File: src/inc/mps_pkg.sv
// package of constants and types shared by both ends of the power sequencer
package mps_pkg;
    localparam int unsigned CLK_HZ = 10000000;
    localparam int unsigned STAB_MS = 5;
    localparam int unsigned STAB_CYC = (STAB_MS * CLK_HZ + 999) / 1000;
    localparam int unsigned PIN_W = 8;
    localparam logic [PIN_W-1:0] PINS_OFF = 8'h00;
    localparam logic [PIN_W-1:0] PINS_ON = 8'hFF;

    typedef enum logic [2:0] {
        MPS_H_OFF = 3'b000,
        MPS_H_WAIT_IO = 3'b001,
        MPS_H_STAB = 3'b010,
        MPS_H_RUN = 3'b011
    } mps_host_t;

    typedef enum logic [2:0] {
        MPS_D_DOWN = 3'b000,
        MPS_D_PORST = 3'b001,
        MPS_D_DEFAULT = 3'b010,
        MPS_D_DOZE = 3'b011,
        MPS_D_ACTIVE = 3'b100
    } mps_dev_t;
endpackage

File: src/inc/mps_if.sv
// interface joining host sequencer and device power control
`timescale 1ns/100ps
interface mps_if;
    logic moduleEnable;
    logic hardResetPinLow_n;
    logic ioSupplyRail;
    modport host (output moduleEnable, output hardResetPinLow_n, input ioSupplyRail);
    modport dev (input moduleEnable, input hardResetPinLow_n, input ioSupplyRail);
endinterface

File: src/logic/mps_device.sv
// device end: power states, dc/dc control and digital pin states
`timescale 1ns/100ps
module mps_device
    import mps_pkg::*;
#(
    parameter int unsigned PW = PIN_W
) (
    input wire logic clk_sys,
    input wire logic hard_reset_pin_low,
    mps_if.dev link,
    input wire logic cfgDone,
    input wire logic [PW-1:0] cfgOutEn,
    input wire logic [PW-1:0] cfgPullEn,
    input wire logic wifiReq,
    input wire logic btReq,
    output logic dcdcOn,
    output logic [PW-1:0] pinOutEn,
    output logic [PW-1:0] pinInEn,
    output logic [PW-1:0] pinPullEn,
    output logic wifiActive,
    output logic btActive,
    output mps_dev_t devState
);
    // ----------------------------------------
    // pin phase decoding
    // ----------------------------------------
    // output drivers: hi-z until firmware owns the pins
    function automatic logic [PW-1:0] outMask(mps_dev_t st, logic [PW-1:0] progOut);
        logic [PW-1:0] mask;
        unique case (st)
            MPS_D_DOWN: mask = PINS_OFF;
            MPS_D_PORST: mask = PINS_OFF;
            MPS_D_DEFAULT: mask = PINS_OFF;
            MPS_D_DOZE, MPS_D_ACTIVE: mask = progOut;
            default: mask = PINS_OFF;
        endcase
        return mask;
    endfunction

    // input buffers: on from reset release, then the inverse of the driver
    function automatic logic [PW-1:0] inMask(mps_dev_t st, logic [PW-1:0] progOut);
        logic [PW-1:0] mask;
        unique case (st)
            MPS_D_DOWN: mask = PINS_OFF;
            MPS_D_PORST: mask = PINS_OFF;
            MPS_D_DEFAULT: mask = PINS_ON;
            MPS_D_DOZE, MPS_D_ACTIVE: mask = ~progOut;
            default: mask = PINS_OFF;
        endcase
        return mask;
    endfunction

    // pulls: on from enable onward, firmware setting once programmed
    function automatic logic [PW-1:0] pullMask(mps_dev_t st, logic [PW-1:0] progPull);
        logic [PW-1:0] mask;
        unique case (st)
            MPS_D_DOWN: mask = PINS_OFF;
            MPS_D_PORST: mask = PINS_ON;
            MPS_D_DEFAULT: mask = PINS_ON;
            MPS_D_DOZE, MPS_D_ACTIVE: mask = progPull;
            default: mask = PINS_OFF;
        endcase
        return mask;
    endfunction

    // a radio runs only while its own request stands in the active state
    function automatic logic radioOn(mps_dev_t st, logic req);
        return (st == MPS_D_ACTIVE) && req;
    endfunction

    // ----------------------------------------
    // pin synchronisers
    // ----------------------------------------
    logic [2:0] syncA_reg;
    logic [2:0] syncB_reg;
    // first stage may go metastable; only the second stage reads it
    always_ff @(posedge clk_sys or negedge hard_reset_pin_low) begin
        if (!hard_reset_pin_low) begin
            syncA_reg <= 3'h0;
        end else begin
            syncA_reg <= {link.ioSupplyRail, link.moduleEnable, link.hardResetPinLow_n};
        end
    end

    always_ff @(posedge clk_sys or negedge hard_reset_pin_low) begin
        if (!hard_reset_pin_low) begin
            syncB_reg <= 3'h0;
        end else begin
            syncB_reg <= syncA_reg;
        end
    end
    wire ioUp = syncB_reg[2];
    wire enHi = syncB_reg[1];
    wire rstHi = syncB_reg[0];

    // ----------------------------------------
    // state selection
    // ----------------------------------------
    mps_dev_t state_reg;
    mps_dev_t state_next;
    wire coreOn = ioUp && enHi;
    wire anyRadio = wifiReq || btReq;
    always_comb begin
        state_next = state_reg;
        if (!coreOn || !rstHi) begin
            state_next = coreOn ? MPS_D_PORST : MPS_D_DOWN;
        end else begin
            unique case (state_reg)
                MPS_D_DOWN, MPS_D_PORST: state_next = MPS_D_DEFAULT;
                MPS_D_DEFAULT: state_next = cfgDone ? MPS_D_DOZE : MPS_D_DEFAULT;
                MPS_D_DOZE, MPS_D_ACTIVE: state_next = anyRadio ? MPS_D_ACTIVE : MPS_D_DOZE;
                default: state_next = MPS_D_DOWN;
            endcase
        end
    end

    // next pin states follow the state being entered
    wire [PW-1:0] outNext = outMask(state_next, cfgOutEn);
    wire [PW-1:0] inNext = inMask(state_next, cfgOutEn);
    wire [PW-1:0] pullNext = pullMask(state_next, cfgPullEn);
    wire wifiNext = radioOn(state_next, wifiReq);
    wire btNext = radioOn(state_next, btReq);

    // ----------------------------------------
    // state register
    // ----------------------------------------
    // pin and radio controls decode the state being entered, not this one
    always_ff @(posedge clk_sys or negedge hard_reset_pin_low) begin
        if (!hard_reset_pin_low) begin
            state_reg <= MPS_D_DOWN;
        end else begin
            state_reg <= state_next;
        end
    end
    assign devState = state_reg;

    // ----------------------------------------
    // dc/dc converter control
    // ----------------------------------------
    // converter needs both the io rail and the enable pin
    always_ff @(posedge clk_sys or negedge hard_reset_pin_low) begin
        if (!hard_reset_pin_low) begin
            dcdcOn <= 1'b0;
        end else begin
            dcdcOn <= coreOn;
        end
    end

    // ----------------------------------------
    // pin driver, input buffer and pull controls
    // ----------------------------------------
    // all registered so pins never glitch between phases
    // drivers stay hi-z outside the programmed phase
    always_ff @(posedge clk_sys or negedge hard_reset_pin_low) begin
        if (!hard_reset_pin_low) begin
            pinOutEn <= PINS_OFF;
        end else begin
            pinOutEn <= outNext;
        end
    end

    // input buffer is the inverse of the driver once programmed
    always_ff @(posedge clk_sys or negedge hard_reset_pin_low) begin
        if (!hard_reset_pin_low) begin
            pinInEn <= PINS_OFF;
        end else begin
            pinInEn <= inNext;
        end
    end

    // pulls come up with the enable, before reset release
    always_ff @(posedge clk_sys or negedge hard_reset_pin_low) begin
        if (!hard_reset_pin_low) begin
            pinPullEn <= PINS_OFF;
        end else begin
            pinPullEn <= pullNext;
        end
    end

    // ----------------------------------------
    // radio activity
    // ----------------------------------------
    // each radio follows its own request; both may run at once
    always_ff @(posedge clk_sys or negedge hard_reset_pin_low) begin
        if (!hard_reset_pin_low) begin
            wifiActive <= 1'b0;
            btActive <= 1'b0;
        end else begin
            wifiActive <= wifiNext;
            btActive <= btNext;
        end
    end
endmodule

File: src/flat_wrapper.sv
// flat-port wrapper written by rule: the top's interface ports become plain ports
module mps_device_flat import mps_pkg::*;
#(
    parameter int unsigned PW = PIN_W
)
  (clk_sys, hard_reset_pin_low, cfgDone, cfgOutEn, cfgPullEn, wifiReq, btReq, dcdcOn, pinOutEn, pinInEn, pinPullEn, wifiActive, btActive, devState, link_moduleEnable, link_hardResetPinLow_n, link_ioSupplyRail);
  mps_if link_i ();
  input wire logic clk_sys;
  input wire logic hard_reset_pin_low;
  input wire logic cfgDone;
  input wire logic [PW-1:0] cfgOutEn;
  input wire logic [PW-1:0] cfgPullEn;
  input wire logic wifiReq;
  input wire logic btReq;
  output logic dcdcOn;
  output logic [PW-1:0] pinOutEn;
  output logic [PW-1:0] pinInEn;
  output logic [PW-1:0] pinPullEn;
  output logic wifiActive;
  output logic btActive;
  output mps_dev_t devState;
  input wire logic [$bits(link_i.moduleEnable)-1:0] link_moduleEnable;
  input wire logic [$bits(link_i.hardResetPinLow_n)-1:0] link_hardResetPinLow_n;
  input wire logic [$bits(link_i.ioSupplyRail)-1:0] link_ioSupplyRail;
  assign link_i.moduleEnable = link_moduleEnable;
  assign link_i.hardResetPinLow_n = link_hardResetPinLow_n;
  assign link_i.ioSupplyRail = link_ioSupplyRail;
  mps_device #(.PW(PW)) u_core (.clk_sys(clk_sys), .hard_reset_pin_low(hard_reset_pin_low), .link(link_i), .cfgDone(cfgDone), .cfgOutEn(cfgOutEn), .cfgPullEn(cfgPullEn), .wifiReq(wifiReq), .btReq(btReq), .dcdcOn(dcdcOn), .pinOutEn(pinOutEn), .pinInEn(pinInEn), .pinPullEn(pinPullEn), .wifiActive(wifiActive), .btActive(btActive), .devState(devState));
endmodule
File: config.mk
export PLATFORM = sky130hd
export DESIGN_NAME = mps_device_flat
export DESIGN_NICKNAME = d
export VERILOG_FILES = /design/src/inc/mps_pkg.sv /design/src/inc/mps_if.sv /design/src/logic/mps_device.sv /design/src/flat_wrapper.sv
export SDC_FILE = /design/constraint.sdc
export NUM_CORES = 1
export LEC_CHECK = 0
export BUFFER_PORTS_ARGS = -buffer_cell sky130_fd_sc_hd__buf_2
export CAP_MARGIN = 20
export CORE_ASPECT_RATIO = 0.8
export CORE_MARGIN = 2
export CORE_UTILIZATION = 43
export DETAILED_ROUTE_END_ITERATION = 6
export PLACE_DENSITY = 0.73
export SYNTH_ARGS = -nofsm -noshare
export SYNTH_HDL_FRONTEND = slang
export SYNTH_SLANG_ARGS = --single-unit
File: constraint.sdc
create_clock -name clk_sys -period 1.1 [get_ports clk_sys]
set_input_delay 0.165 -clock clk_sys [delete_from_list [all_inputs] [get_ports clk_sys]]
set_output_delay 0.165 -clock clk_sys [all_outputs]
set_load 0.005 [all_outputs]
==> impl_metrics.ini <==
[status]
status = finished, violations left
violations = negative setup slack

[min_path]
min_to = u_core.pinPullEn[2]
min_from = cfgPullEn[2]
holdPathStages = 3
hold_class = input port to register

[clocking]
tritoncts = built
clk_pin_slew_ps = 70
clkLatencyLatePin_ps = 290
cts-root-buf = clkbuf_8
cts_sinks = 36
htree_levels = 2
clockBufferDepth = 2
cts_buffers = 5

[drt]
route.met2.wl_mm = 2.01
detail_route.vias_per_cell = 5.25
num_vias = 1259
dr.max_layer_used = met4
drt_iter0_drc = 90
drc = 0
wl_met3_um = 261
routed_wl_mm = 3.81
antenna_left = 0
first_pass_iters = 4
wire_per_inst_um = 15.9
wl_met1_mm = 1.47

[job]
maxCapViolCount = 0

[grt]
grt_pass1_vias = 1265
grt_max_degree = 21
grt_antenna_before_repair = 0
grt_pass1_wl_mm = 5.72
grt_use_total = 0.204
grt-ovfl-total = 0

[sta]
skew_ps = 7.57
rsz0062_at_grt = yes
min_period_ps = 1330
setup_viol = 32
setup_tns_ps = -5250
fin_ws_ps = -232
hold_viol = 0
fmax_mhz = 751
worstMarginPinSlew_ps = 415
maxSlewViolCount = 0
min_period_over_period = 1.21
maxSlewHeadroom = 0.723

[logic_synthesis]
synth-seq-cells = 36
synth_cells = 125
ys_seq_area_frac = 0.630
synth_cell_types = 24
syn-cell-area_sq_mm = 0.00143
synth_warnings = 0
synth_nets = 149
postSynthAreaPerCell_sq_um = 11.4

[floorplanning]
die-area_sq_mm = 0.00381
die_y_um = 55.6
initial_core_util = 0.457
ios = 54
fp.coreArea_sq_mm = 0.00313
die_x_um = 68.5
std_cell_rows = 18

[power_and_ir_drop]
p_leak_uw = 0.00107
vdd_drop_max_mv = 0.936
pwr_density_cell_mw_per_mm2 = 1250
finalPower_uw = 2720

[cells_and_area]
reg_top3 = u_core.pinInEn x8, u_core.pinOutEn x8, u_core.pinPullEn x8
fillCellCount = 224
diodes = 0
register_area_sq_um = 901
multi_input_area_sq_um = 611
finalNetCount = 224
syn2layout_area_growth_pct = 52.3
drive_above_1_share = 0.550

[critical_path]
arrival_ps = 1540
worst-setup-path-type = register to register
cp.required_ps = 1310
worstSetupStartpointType = register
worstSetupEndpointType = register
rr_worst_depth = 3
worstPathMaxFanout = 8
timing.rr.start = u_core.devState[2]
reg2reg_slack_ps = -230
r2r-end = u_core.pinOutEn[6]

[placement]
io_buffers = 53
dp_hpwl_mm = 2.47
gp_congestion = 0.861
[cells by family (layout without fill, tap and decap cells)]
family	after synthesis	count (layout)	share of synthesized area
AOI/OAI and AO/OA	43	43	0.175
DFF	36	36	0.630
buffers and inverters	9	84	0.0254
and+or+nand+nor	37	37	0.170
[placed cells by master (no fill, tap or decap), types with 2 or more instances in the layout]
cell           count
a21oi_4            2
nor2_1            17
clkbuf_8           7
dlygate4sd3_1      4
buf_2             52
and2_1             3
nand3b_1           2
buf_4             12
a21oi_2           12
a21oi_1           13
o21a_1             2
nor3b_2            8
buf_12             2
buf_6              3
o22ai_1            6
dfrtp_1           36
[how the worst max path moves through the flow]
stage / start / endpoint
finish: u_core.devState[2] / u_core.pinOutEn[6]
global route: u_core.devState[2] / u_core.pinOutEn[5]
CTS: u_core.devState[1] / u_core.pinOutEn[6]
detailed placement: u_core.devState[1] / u_core.pinPullEn[5]
global placement: u_core.devState[1] / u_core.pinOutEn[4]
floorplan: u_core.devState[1] / u_core.pinOutEn[6]
[layout make-up]
cell class                 instances  share of cell area
inverter                           2             0.00402
sequential                        36               0.414
tap                               40              0.0230
clock buffer                       7              0.0442
timing repair buffer              75               0.235
multi-input combinational         80               0.280
[repair_timing]
| action | CTS | global route |
|---|---|---|
| pin swaps | 5 | 8 |
| resized for setup | 18 | 14 |
| cloned | 1 | 0 |
| buffers inserted | 2 | 4 |
| hold buffers | 4 | 0 |
| setup endpoints to repair | 28 | 32 |
| endpoints found under the hold margin | 19 | 0 |
[cell usage after synthesis]
cell type | count | area share
buf_1 | 1 | 0.0026
o21ai_2 | 1 | 0.0061
o21ai_0 | 2 | 0.0070
nor3_1 | 1 | 0.0035
and2_1 | 3 | 0.013
o21a_4 | 1 | 0.010
clkbuf_1 | 4 | 0.010
o22ai_1 | 8 | 0.035
clkinv_1 | 1 | 0.0026
o41ai_1 | 1 | 0.0061
buf_2 | 2 | 0.0070
or4b_1 | 1 | 0.0070
dfrtp_1 | 36 | 0.63
nor3b_2 | 8 | 0.070
or3b_4 | 1 | 0.0079
nand2b_1 | 1 | 0.0044
o211ai_1 | 1 | 0.0053
nand3_1 | 1 | 0.0035
o21a_1 | 2 | 0.010
nand3b_1 | 2 | 0.010
nor2_1 | 17 | 0.045
nand2_1 | 2 | 0.0053
a21oi_1 | 27 | 0.094
inv_1 | 1 | 0.0026
[power by group]
| group | internal, uW | switching [uW] | total (uW) |
|---|---|---|---|
| Sequential | 1370 | 16.0 | 1380 |
| Clock | 557 | 440 | 997 |
| Combinational | 162 | 176 | 338 |
[critical path, cell delays in order (launching register included)]
cell     delay, ps
dfrtp_1        430
or3b_4         450
o21a_4         190
nor3b_2        200
[stage by stage]
stage                     worst slack (ps)  instance area (sq um)  hold slack [ps]  utilization  cells
final                                 -232                   2180              151        0.696    240
after global routing                  -267                   2180              155        0.696    240
after CTS                             -180                   2060              150        0.659    236
after detailed placement              -202                   1810              118        0.579    222
after global placement                -119                   1810              103        0.579    222
after floorplan                       -123                   1430             -131            -    125
[per-layer routing]
metal / global-route usage / up-vias
li1: - / 589
met1: 0.235 / 619
met2: 0.341 / 45
met3: 0.0709 / 6
met4: 0.0800 / 0
met5: 0 / -
Power figures use the tool's default switching activity.
